<file path="src/shared/cfp_pkg.sv">
// Package for the channel fault protection block: register map, field layout,
// reset values, timing counts and the carrier structs shared by the design.
// Assumes a 40 MHz system clock and a 32-bit AXI4-Lite register bus.
package cfp_pkg;

  // ----------------------------------------------------------------
  // Clock and timing
  // ----------------------------------------------------------------
  localparam int          CLK_HZ            = 40_000_000;
  localparam logic [5:0]  OC_FILTER_CYCLES  = 6'd30;    // Inside the 20..40 window
  localparam logic [15:0] PWM_PERIOD_MIN    = 16'h0010;
  localparam logic [15:0] PWM_PERIOD_MAX    = 16'hffff;
  localparam int          PWM_STEP_SHIFT    = 4;        // 16 cycles per lsb
  localparam logic [10:0] SETPOINT_FULL     = 11'h7ff;  // 2047 codes = 1500 mA
  localparam int          SETPOINT_MA_NUM   = 1500;
  localparam int          SETPOINT_MA_DEN   = 2047;

  // ----------------------------------------------------------------
  // Register offsets (byte addresses)
  // ----------------------------------------------------------------
  localparam logic [7:0] ADDR_SETPOINT0  = 8'h00;
  localparam logic [7:0] ADDR_SETPOINT1  = 8'h04;
  localparam logic [7:0] ADDR_PWM0       = 8'h08;
  localparam logic [7:0] ADDR_PWM1       = 8'h0c;
  localparam logic [7:0] ADDR_DIAG       = 8'h10;
  localparam logic [7:0] ADDR_CONFIG     = 8'h14;
  localparam logic [7:0] ADDR_STATUS     = 8'h18;

  // ----------------------------------------------------------------
  // Field positions
  // ----------------------------------------------------------------
  localparam int SP_EN_BIT     = 15;   // Channel enable in SETPOINT
  localparam int SP_CODE_MSB   = 10;   // Setpoint code 10:0
  localparam int DIAG_CH_W     = 4;    // Per channel: ovc, open_load_bypass_flag, ot, on
  localparam int DIAG_OVC      = 0;
  localparam int DIAG_OPEN_LOAD_BYPASS_FLAG     = 1;
  localparam int DIAG_OT       = 2;
  localparam int DIAG_ON       = 3;
  localparam int DIAG_OV_BIT   = 8;
  localparam int DIAG_PUMP_UNDERVOLTAGE_FLAG_BIT = 9;
  localparam int CFG_HS0_BIT   = 0;    // 1 = high-side, 0 = low-side
  localparam int CFG_HS1_BIT   = 1;

  // ----------------------------------------------------------------
  // Reset values
  // ----------------------------------------------------------------
  localparam logic [15:0] SETPOINT_RST = 16'h0000;
  localparam logic [11:0] PWM_RST      = 12'h001;
  localparam logic [1:0]  CONFIG_RST   = 2'h0;

  // AXI4-Lite response codes
  localparam logic [1:0] RESP_OKAY   = 2'h0;
  localparam logic [1:0] RESP_SLVERR = 2'h2;

  // ----------------------------------------------------------------
  // Carrier structs
  // ----------------------------------------------------------------
  // Raw analog comparator indications of one channel
  typedef struct packed {
    logic oc_low_hs;    // Above low limit, high-side FET
    logic oc_low_ls;    // Above low limit, low-side FET
    logic oc_high_hs;   // Above quick-shutoff limit, high-side FET
    logic oc_high_ls;   // Above quick-shutoff limit, low-side FET
    logic open_load_on; // Open load seen in on state
    logic overtemp;     // High until temperature fell by the hysteresis
  } cfp_chan_sense_t;

  // Per-channel drive towards the power stage
  typedef struct packed {
    logic        stage_on;
    logic        high_side;
    logic [10:0] setpoint;
    logic [15:0] pwm_cycles;
  } cfp_chan_drive_t;

  // Per-channel latched faults and the registered on state
  typedef struct packed {
    logic on;
    logic ot;
    logic open_load_bypass_flag;
    logic ovc;
  } cfp_flags_t;

  // Scale a period code to system clock cycles, clamped to the legal range
  function automatic logic [15:0] cfp_pwm_cycles(input logic [11:0] code);
    logic [15:0] c;
    c = {code, 4'h0};
    if (c < PWM_PERIOD_MIN) begin
      c = PWM_PERIOD_MIN;
    end
    return c;
  endfunction

endpackage

</file>
<file path="src/logic/cfp_chan_guard.sv">
// One channel's fault detection: comparator synchronisers, overcurrent
// filter and the routing of overcurrent events to flag types.
// Assumes the comparators are asynchronous to aclk.
`timescale 1ns/1ps
module cfp_chan_guard
  import cfp_pkg::*;
(
  input  wire logic            aclk,
  input  wire logic            aresetn,
  input  wire cfp_chan_sense_t sense,
  input  wire logic            high_side,
  input  wire logic            stage_on,
  output logic                 ovc_evt,
  output logic                 open_load_bypass_flag_evt,
  output logic                 quick_off,
  output logic                 overtemp
);
  import cfp_pkg::*;

  // ----------------------------------------------------------------
  // Synchronisers
  // ----------------------------------------------------------------
  cfp_chan_sense_t meta_q;
  cfp_chan_sense_t sync_q;
  logic [5:0]      filt_q;
  logic            low_any;
  logic            filt_done;

  always_ff @(posedge aclk) begin
    if (!aresetn) begin
      meta_q <= '0;
      sync_q <= '0;
    end else begin
      meta_q <= sense;
      sync_q <= meta_q;
    end
  end

  // ----------------------------------------------------------------
  // Overcurrent filter
  // ----------------------------------------------------------------
  // The filter restarts whenever the current drops below the low limit
  assign low_any   = sync_q.oc_low_hs | sync_q.oc_low_ls;
  assign filt_done = (filt_q == OC_FILTER_CYCLES);

  always_ff @(posedge aclk) begin
    if (!aresetn) begin
      filt_q <= '0;
    end else if (!low_any || !stage_on) begin
      filt_q <= '0;
    end else if (!filt_done) begin
      filt_q <= filt_q + 6'd1;
    end
  end

  // Quick shutoff bypasses the filter entirely
  assign quick_off = sync_q.oc_high_hs | sync_q.oc_high_ls;

  // ----------------------------------------------------------------
  // Fault assignment
  // ----------------------------------------------------------------
  logic hs_fet;
  logic ls_fet;
  assign hs_fet = sync_q.oc_high_hs | (filt_done & sync_q.oc_low_hs);
  assign ls_fet = sync_q.oc_high_ls | (filt_done & sync_q.oc_low_ls);

  // Own-side FET gives overcurrent, opposite FET means a bypass
  assign ovc_evt  = stage_on & (high_side ? hs_fet : ls_fet);
  assign open_load_bypass_flag_evt = stage_on & ((high_side ? ls_fet : hs_fet)
                                | sync_q.open_load_on);
  assign overtemp = sync_q.overtemp;

endmodule

</file>
<file path="src/logic/cfp_top.sv">
// Two-channel fault protection with an AXI4-Lite register slave.
// Assumes comparator inputs are asynchronous and software drives the bus.
//
// How it works
// - Overload turns stage off, clears setpoint and enable, latches fault flag.
// - Reading the diagnosis register clears latched overcurrent flags.
// - Current above quick limit disables the stage at once.
// - Current between limits faults only after the filter time.
// - Filter time lies between 20 and 40 system clocks.
// - Overcurrent maps to overcurrent or bypass flag by side and FET.
// - Overtemperature turns channel off, clears setpoint and enable, latches flag.
// - Hot channel stays off until its indication drops by the hysteresis.
// - After overtemperature, need diag read, enable set and setpoint nonzero.
// - Overtemperature flag clears on diag read once the condition is gone.
// - Overvoltage flag latches; clears on diag read without overvoltage.
// - During overvoltage all channels off, setpoints and enables cleared.
// - After overvoltage, need diag read, enable set and setpoint nonzero.
// - Pump undervoltage and overvoltage flags are independent, any order.
// - PWM period covers 16 to 65520 system clocks.
// - PWM period code steps are 16 system clocks.
// - One setpoint code is 1500/2047 mA.
`timescale 1ns/1ps
module cfp_top
  import cfp_pkg::*;
(
  input  wire logic                 aclk,
  input  wire logic                 aresetn,
  input  wire logic [7:0]           s_axi_awaddr,
  input  wire logic                 s_axi_awvalid,
  output logic                      s_axi_awready,
  input  wire logic [31:0]          s_axi_wdata,
  input  wire logic [3:0]           s_axi_wstrb,
  input  wire logic                 s_axi_wvalid,
  output logic                      s_axi_wready,
  output logic [1:0]                s_axi_bresp,
  output logic                      s_axi_bvalid,
  input  wire logic                 s_axi_bready,
  input  wire logic [7:0]           s_axi_araddr,
  input  wire logic                 s_axi_arvalid,
  output logic                      s_axi_arready,
  output logic [31:0]               s_axi_rdata,
  output logic [1:0]                s_axi_rresp,
  output logic                      s_axi_rvalid,
  input  wire logic                 s_axi_rready,
  input  wire cfp_chan_sense_t [1:0] sense,
  input  wire logic                 battery_overvoltage,
  input  wire logic                 pump_undervoltage,
  output cfp_chan_drive_t [1:0]     drive
);
  import cfp_pkg::*;

  // ----------------------------------------------------------------
  // Declarations
  // ----------------------------------------------------------------
  logic [15:0]       sp_q [2];
  logic [11:0]       pwm_q [2];
  logic [1:0]        cfg_q;
  cfp_flags_t [1:0]  flag_q;
  logic              ov_flag_q;
  logic              pump_undervoltage_flag_flag_q;
  logic [1:0]        lock_q;     // Waits for a diagnosis read after an overtemperature or overvoltage shutdown
  logic [1:0]        ov_meta_q;
  logic [1:0]        ov_sync_q;
  logic [1:0]        ovc_evt;
  logic [1:0]        open_load_bypass_flag_evt;
  logic [1:0]        quick_off;
  logic [1:0]        overtemp;
  logic [1:0]        stage_on;
  logic [1:0]        armed;      // Ready to run, before the quick shutoff
  logic [1:0]        fault_kill;
  logic              ov_now;
  logic              pump_undervoltage_flag_now;

  // Bus state
  logic        aw_have_q;
  logic        w_have_q;
  logic [7:0]  aw_addr_q;
  logic [31:0] w_data_q;
  logic [3:0]  w_strb_q;
  logic        wr_fire;
  logic        rd_fire;
  logic        diag_read;

  assign ov_now   = ov_sync_q[1];
  assign pump_undervoltage_flag_now = ov_sync_q[0];

  // ----------------------------------------------------------------
  // Supply comparator synchronisers
  // ----------------------------------------------------------------
  always_ff @(posedge aclk) begin
    if (!aresetn) begin
      ov_meta_q <= '0;
      ov_sync_q <= '0;
    end else begin
      ov_meta_q <= {battery_overvoltage, pump_undervoltage};
      ov_sync_q <= ov_meta_q;
    end
  end

  // ----------------------------------------------------------------
  // Channel detectors
  // ----------------------------------------------------------------
  for (genvar ch = 0; ch < 2; ch++) begin : g_chan
    cfp_chan_guard u_guard (
      .aclk      (aclk),
      .aresetn   (aresetn),
      .sense     (sense[ch]),
      .high_side (cfg_q[ch]),
      .stage_on  (armed[ch]),   // Not stage_on, so a quick shutoff still latches
      .ovc_evt   (ovc_evt[ch]),
      .open_load_bypass_flag_evt  (open_load_bypass_flag_evt[ch]),
      .quick_off (quick_off[ch]),
      .overtemp  (overtemp[ch])
    );

    // Any shutdown source for this channel
    assign fault_kill[ch] = ovc_evt[ch] | open_load_bypass_flag_evt[ch] | overtemp[ch] | ov_now;

    // Stage runs only when enabled, setpoint nonzero and nothing holds it off
    assign armed[ch]    = sp_q[ch][SP_EN_BIT] && (sp_q[ch][SP_CODE_MSB:0] != 11'h000)
                          && !lock_q[ch] && !overtemp[ch] && !ov_now;
    assign stage_on[ch] = armed[ch] && !quick_off[ch];

    assign drive[ch].stage_on   = stage_on[ch];
    assign drive[ch].high_side  = cfg_q[ch];
    // Code counts 1500/2047 mA per step; the analog loop uses it as is
    assign drive[ch].setpoint   = sp_q[ch][SP_CODE_MSB:0];
    assign drive[ch].pwm_cycles = cfp_pwm_cycles(pwm_q[ch]);
  end

  // ----------------------------------------------------------------
  // AXI4-Lite write path
  // ----------------------------------------------------------------
  assign s_axi_awready = !aw_have_q && !s_axi_bvalid;
  assign s_axi_wready  = !w_have_q && !s_axi_bvalid;
  assign wr_fire       = aw_have_q && w_have_q && !s_axi_bvalid;

  always_ff @(posedge aclk) begin
    if (!aresetn) begin
      aw_have_q <= 1'b0;
      w_have_q  <= 1'b0;
      aw_addr_q <= '0;
      w_data_q  <= '0;
      w_strb_q  <= '0;
    end else begin
      if (s_axi_awvalid && s_axi_awready) begin
        aw_have_q <= 1'b1;
        aw_addr_q <= s_axi_awaddr;
      end else if (wr_fire) begin
        aw_have_q <= 1'b0;
      end
      if (s_axi_wvalid && s_axi_wready) begin
        w_have_q <= 1'b1;
        w_data_q <= s_axi_wdata;
        w_strb_q <= s_axi_wstrb;
      end else if (wr_fire) begin
        w_have_q <= 1'b0;
      end
    end
  end

  always_ff @(posedge aclk) begin
    if (!aresetn) begin
      s_axi_bvalid <= 1'b0;
      s_axi_bresp  <= RESP_OKAY;
    end else if (wr_fire) begin
      s_axi_bvalid <= 1'b1;
      s_axi_bresp  <= (aw_addr_q[7:2] <= ADDR_CONFIG[7:2]) ? RESP_OKAY : RESP_SLVERR;
    end else if (s_axi_bready) begin
      s_axi_bvalid <= 1'b0;
    end
  end

  // Byte-lane merge of a 16-bit field
  function automatic logic [15:0] merge16(input logic [15:0] old, input logic [31:0] d,
                                          input logic [3:0] st);
    logic [15:0] r;
    r = old;
    if (st[0]) begin
      r[7:0] = d[7:0];
    end
    if (st[1]) begin
      r[15:8] = d[15:8];
    end
    return r;
  endfunction

  // ----------------------------------------------------------------
  // Setpoint and enable, with fault clearing
  // ----------------------------------------------------------------
  // Hardware clear beats a software write in the same cycle: a fault must win
  for (genvar ch = 0; ch < 2; ch++) begin : g_sp
    always_ff @(posedge aclk) begin
      if (!aresetn) begin
        sp_q[ch] <= SETPOINT_RST;
      end else if (fault_kill[ch]) begin
        sp_q[ch] <= SETPOINT_RST;
      end else if (wr_fire && aw_addr_q == (ch == 0 ? ADDR_SETPOINT0 : ADDR_SETPOINT1)) begin
        sp_q[ch] <= merge16(sp_q[ch], w_data_q, w_strb_q) & 16'h87ff;
      end
    end

    always_ff @(posedge aclk) begin
      if (!aresetn) begin
        pwm_q[ch] <= PWM_RST;
      end else if (wr_fire && aw_addr_q == (ch == 0 ? ADDR_PWM0 : ADDR_PWM1)) begin
        pwm_q[ch] <= 12'(merge16({4'h0, pwm_q[ch]}, w_data_q, w_strb_q));
      end
    end

    // After over-temperature or over-voltage the host must read diagnosis first
    always_ff @(posedge aclk) begin
      if (!aresetn) begin
        lock_q[ch] <= 1'b0;
      end else if (overtemp[ch] || ov_now) begin
        lock_q[ch] <= 1'b1;
      end else if (diag_read) begin
        lock_q[ch] <= 1'b0;
      end
    end
  end

  always_ff @(posedge aclk) begin
    if (!aresetn) begin
      cfg_q <= CONFIG_RST;
    end else if (wr_fire && aw_addr_q == ADDR_CONFIG && w_strb_q[0]) begin
      cfg_q <= w_data_q[1:0];
    end
  end

  // ----------------------------------------------------------------
  // Fault flags
  // ----------------------------------------------------------------
  // A new event in the clearing cycle keeps its flag set
  for (genvar ch = 0; ch < 2; ch++) begin : g_flag
    always_ff @(posedge aclk) begin
      if (!aresetn) begin
        flag_q[ch] <= '0;
      end else begin
        flag_q[ch].ovc  <= ovc_evt[ch] | (flag_q[ch].ovc & !diag_read);
        flag_q[ch].open_load_bypass_flag <= open_load_bypass_flag_evt[ch] | (flag_q[ch].open_load_bypass_flag & !diag_read);
        flag_q[ch].ot   <= overtemp[ch] | (flag_q[ch].ot & !diag_read);
        flag_q[ch].on   <= stage_on[ch];
      end
    end
  end

  // Two independent latches, so either may rise first
  always_ff @(posedge aclk) begin
    if (!aresetn) begin
      ov_flag_q   <= 1'b0;
      pump_undervoltage_flag_flag_q <= 1'b0;
    end else begin
      ov_flag_q   <= ov_now | (ov_flag_q & !diag_read);
      pump_undervoltage_flag_flag_q <= pump_undervoltage_flag_now | (pump_undervoltage_flag_flag_q & !diag_read);
    end
  end

  // ----------------------------------------------------------------
  // AXI4-Lite read path
  // ----------------------------------------------------------------
  assign s_axi_arready = !s_axi_rvalid;
  assign rd_fire       = s_axi_arvalid && s_axi_arready;
  assign diag_read     = rd_fire && s_axi_araddr == ADDR_DIAG;

  always_ff @(posedge aclk) begin
    if (!aresetn) begin
      s_axi_rvalid <= 1'b0;
      s_axi_rdata  <= '0;
      s_axi_rresp  <= RESP_OKAY;
    end else if (rd_fire) begin
      s_axi_rvalid <= 1'b1;
      s_axi_rresp  <= RESP_OKAY;
      unique case (s_axi_araddr)
        ADDR_SETPOINT0: s_axi_rdata <= {16'h0000, sp_q[0]};
        ADDR_SETPOINT1: s_axi_rdata <= {16'h0000, sp_q[1]};
        ADDR_PWM0:      s_axi_rdata <= {20'h00000, pwm_q[0]};
        ADDR_PWM1:      s_axi_rdata <= {20'h00000, pwm_q[1]};
        ADDR_DIAG:      s_axi_rdata <= {22'h000000, pump_undervoltage_flag_flag_q, ov_flag_q,
                                        flag_q[1], flag_q[0]};
        ADDR_CONFIG:    s_axi_rdata <= {30'h00000000, cfg_q};
        ADDR_STATUS:    s_axi_rdata <= {26'h0000000, overtemp, pump_undervoltage_flag_now, ov_now, lock_q};
        default: begin
          s_axi_rdata <= '0;
          s_axi_rresp <= RESP_SLVERR;
        end
      endcase
    end else if (s_axi_rready) begin
      s_axi_rvalid <= 1'b0;
    end
  end

endmodule

</file>
<file path="config.mk">
export PLATFORM = sky130hd
export DESIGN_NAME = cfp_top
export DESIGN_NICKNAME = d
export VERILOG_FILES = /design/src/shared/cfp_pkg.sv /design/src/logic/cfp_chan_guard.sv /design/src/logic/cfp_top.sv
export SDC_FILE = /design/constraint.sdc
export NUM_CORES = 1
export LEC_CHECK = 0
export BUFFER_PORTS_ARGS = -buffer_cell sky130_fd_sc_hd__buf_2
export CORE_MARGIN = 8
export CORE_UTILIZATION = 48
export DETAILED_ROUTE_END_ITERATION = 6
export PLACE_DENSITY = 0.79
export SLEW_MARGIN = 5
export SYNTH_ARGS = -nofsm -noshare
export SYNTH_HDL_FRONTEND = slang
export SYNTH_SLANG_ARGS = --single-unit
export TNS_END_PERCENT = 1
</file>
<file path="constraint.sdc">
create_clock -name aclk -period 1.9 [get_ports aclk]
set_input_delay 0.095 -clock aclk [delete_from_list [all_inputs] [get_ports aclk]]
set_output_delay 0.095 -clock aclk [all_outputs]
set_load 0.1 [all_outputs]
</file>
==> impl_results.md <==
* Outcome: finished, violations left
* Failing checks: setup timing
* # clock sinks at 144
* Vias at approximately 5400
* Distinct cells, synth at 64
* Post-route insts no fill at ~1000
* Synth Instances at approximately 660
* Compound-Gate Fraction of Synth Area at 0.1059
* Final hold vios at 0
* Mapped Area at ~0.0066 mm^2
* Synth Area in Simple Gates at 0.2164
* Core Box Area at ~0.013 mm^2
* Total GRT Usage at 0.2065
* Critical path's slowest cell: or4b_4
* Adder-cell share of the synthesized area at 0.007632
* Worst-path clk slew at 0.06 ns
* First-iteration detailed-routing DRC count at approximately 400
* EDFF count, synth at 48
* Peak supply drop at between 0.6 and 0.7 mV
* Die Width at 132.9 um
* Pins over their slew limit at 0
* Top cells by area, synth: dfxtp_1 (29%), edfxtp_1 (22%), buf_4 (6.1%), and2_1 (5.1%), nand2_1 (4.2%)
* Port bufs at between 100 and 150
* Top_reg_cell synth: dfxtp_1
* First-pass GRT wire length at between 20000 and 30000 um
* Mux cell area share after synthesis at 0.04484
* TritonCTS clock tree: done
* Slew HR at 0.5220
* Vias per inst at ~5.3
* Max incr delay on CP at 0.54 ns
* Grt ovf at 0
* Ys Warns at 0
* Nature of the critical path endpoint: output port
* Arrival time worst endpoint at roughly 2.1 ns
* Syn Area/Cell at roughly 10 um^2
* Final period util at 1.126
* Minimum clock period at between 2 and 2.5 ns
* Routed len/inst at roughly 18 um
* Fin nets at 900
* Fin Hold WS at around 0.14 ns
* Static Leakage at 3.614 nW
* Vias in the first global route at 5330
* Max Freq at 0.4672 GHz
* Synth top area share at 0.2931
* Pre-antenna DRT Iters at 5
* H-tree levels at 4
* CP Max Fanout at 3
* RSZ-0062 raised after global routing: yes
* Crit Path Class: flip-flop to output port
* Post-route ant nets at 0
* Dpl cells at about 940
* Hold crit path type: input pin to flip-flop
* Num rows at 42
* Clk_skew at roughly 0.017 ns
* Type of origin of the critical path: flip-flop
* Post-route cell area at roughly 0.0085 mm^2
* Register area share after synthesis at 0.5129
* Die H at 132.9 um
* Initial core utilization at 0.4932
* HPWL after DPL at around 13000 um
* Layout cell share with drive strength beyond 1 at 0.3002
* Clock root buffer: clkbuf_16
* Largest family of logic cells by synthesized area: simple AND/OR/NAND/NOR gates
* Placed instance area at approximately 0.0074 mm^2
* Die area at 0.01766 mm^2
* Number of antenna violations at the first check in global routing at 0
* Yosys reg bits at between 100 and 150
* Final WL at roughly 18000 um
* Worst slack at placement at -0.1687 ns
* Post-synth ARST share at 0
* Crit-path cells: or4b_4 -> a31oi_4 -> buf_6 -> nor3b_4 -> buf_12
* IO Count at ~170
* PD cells at roughly 950 mW/mm^2
* Final setup violation count at 17
* Worst slew pin tran at 0.7144 ns
* PnR Total Power at roughly 0.0080 W
* Remaining DRCs at 0
* Worst setup margin at -0.2402 ns
* Pin count of the biggest net entering global routing at 33
* Worst-case clock buffer depth at 2
* Worst-Skew Late Latency at ~0.43 ns
* RePlAce Congestion at 0.9002
* Post-Synth XOR/XNOR Area at 0.01202
* Number of max-cap violations at 0
* CTS buffer count at 17
* Most common library cells after synthesis: dfxtp_1 (96), nand2_1 (73), and2_1 (53), buf_4 (53), edfxtp_1 (48)
* Layout Area Growth over Synthesis at 29.08%
* Most common cell in the netlist: dfxtp_1
* N_diodes at 0
* Area leader, netlist: dfxtp_1
* CP required at between 1.5 and 2 ns
==> placed cells by master, fill, tap and decap left out, types with 10 or more instances in the layout <==
cell / n
o21ai_1: 10
nand2_1: 73
buf_4: 55
o21ai_0: 14
edfxtp_1: 48
and3_1: 17
and2_1: 53
dlygate4sd3_1: 39
conb_1: 29
clkbuf_16: 18
mux2i_1: 17
nor3_1: 10
buf_2: 117
a21oi_1: 46
nor4_1: 11
nor2_1: 22
dfxtp_1: 90
==> where the power goes <==
| group | total (W) | internal [W] | switching [W] | leakage (nW) |
|---|---|---|---|---|
| Clock | 0.00314 | 0.00187 | 0.00127 | 0.266 |
| Sequential | 0.00344 | 0.00332 | 0.000129 | 1.29 |
| Combinational | 0.00144 | 0.000380 | 0.00106 | 2.06 |
| Total | 0.00803 | 0.00557 | 0.00246 | 3.61 |
==> worst max-delay path: cells and delay by family (launching register included) <==
kind                   cells  cell delay [ns]
buffers and inverters      2             0.33
DFF                        1             0.33
and+or+nand+nor            2             0.79
AOI/OAI and AO/OA          1             0.18
==> metal layers <==
metal	routed length (um)	up-vias	part of all wire	global-route usage
li1	-	2559	-	-
met5	0	-	0	0
met2	9018	263	0.49	0.3382
met3	1617	38	0.088	0.06851
met4	496	0	0.027	0.08959
met1	7140	2527	0.39	0.2419
==> through the flow <==
| stage | utilization | TNS, ns |
|---|---|---|
| floorplan | - | -10.10 |
| finish | 0.6366 | -1.124 |
| global placement | 0.5570 | -2.126 |
| CTS | 0.6335 | -1.145 |
| detailed placement | 0.5570 | -3.335 |
| global route | 0.6366 | -4.513 |
==> final cells by class <==
cell class / count / area (um^2)
fillers: 1057 / 4831
flip-flops and latches: 144 / 3373
multi-input cells: 430 / 2751
repair buffers: 219 / 1514
clock buffers: 19 / 454.2
well taps: 176 / 220.2
clock inverters: 13 / 110.1
inverters: 11 / 41.29
==> path summary, 6_finish.rpt <==
| kind | startpoint | to | slack (ns) | cells past startpoint |
|---|---|---|---|---|
| max | lock_q[0]$_SDFFE_PN0P_ | drive[28] | -0.24 | 5 |
| min | s_axi_araddr[6] | s_axi_rresp[1]$_SDFFE_PN0P_ | 0.14 | 4 |
| max reg2reg | aw_addr_q[7]$_SDFFE_PN0P_ | pwm_q[1][11]$_SDFFCE_PN0P_ | -0.11 | 5 |
| min reg2reg | g_chan[1].u_guard.meta_q[2]$_SDFF_PN0_ | g_chan[1].u_guard.sync_q[2]$_SDFF_PN0_ | 0.43 | 1 |
==> kinds of logic (layout without fill, tap and decap cells) <==
family / Yosys count / count (layout)
fa+ha+maj: 4 / 4
buf+inv: 118 / 262
other cells: 1 / 29
xor+xnor: 9 / 9
mux: 25 / 25
simple gates: 252 / 252
compound gates: 111 / 111
flops: 144 / 144
==> flip-flops by register name (all words and copies together) (netlist names), 8 cells and up <==
| signal | count |
|---|---|
| aw_addr_q | 8 |
| g_chan.u_guard.meta_q | 12 |
| s_axi_rdata | 13 |
| flag_q | 8 |
| sp_q | 24 |
| g_chan.u_guard.filt_q | 12 |
| w_data_q | 13 |
| g_chan.u_guard.sync_q | 10 |
| pwm_q | 24 |
==> what timing repair did <==
action / CTS / global route
setup endpoints to repair: 57 / 67
pin swaps: 6 / 2
hold buffers: 39 / 0
gates resized for setup: 14 / 10
endpoints found under the hold margin: 39 / 0
buffers inserted: 3 / 0
(Power assumes the default switching activity.)
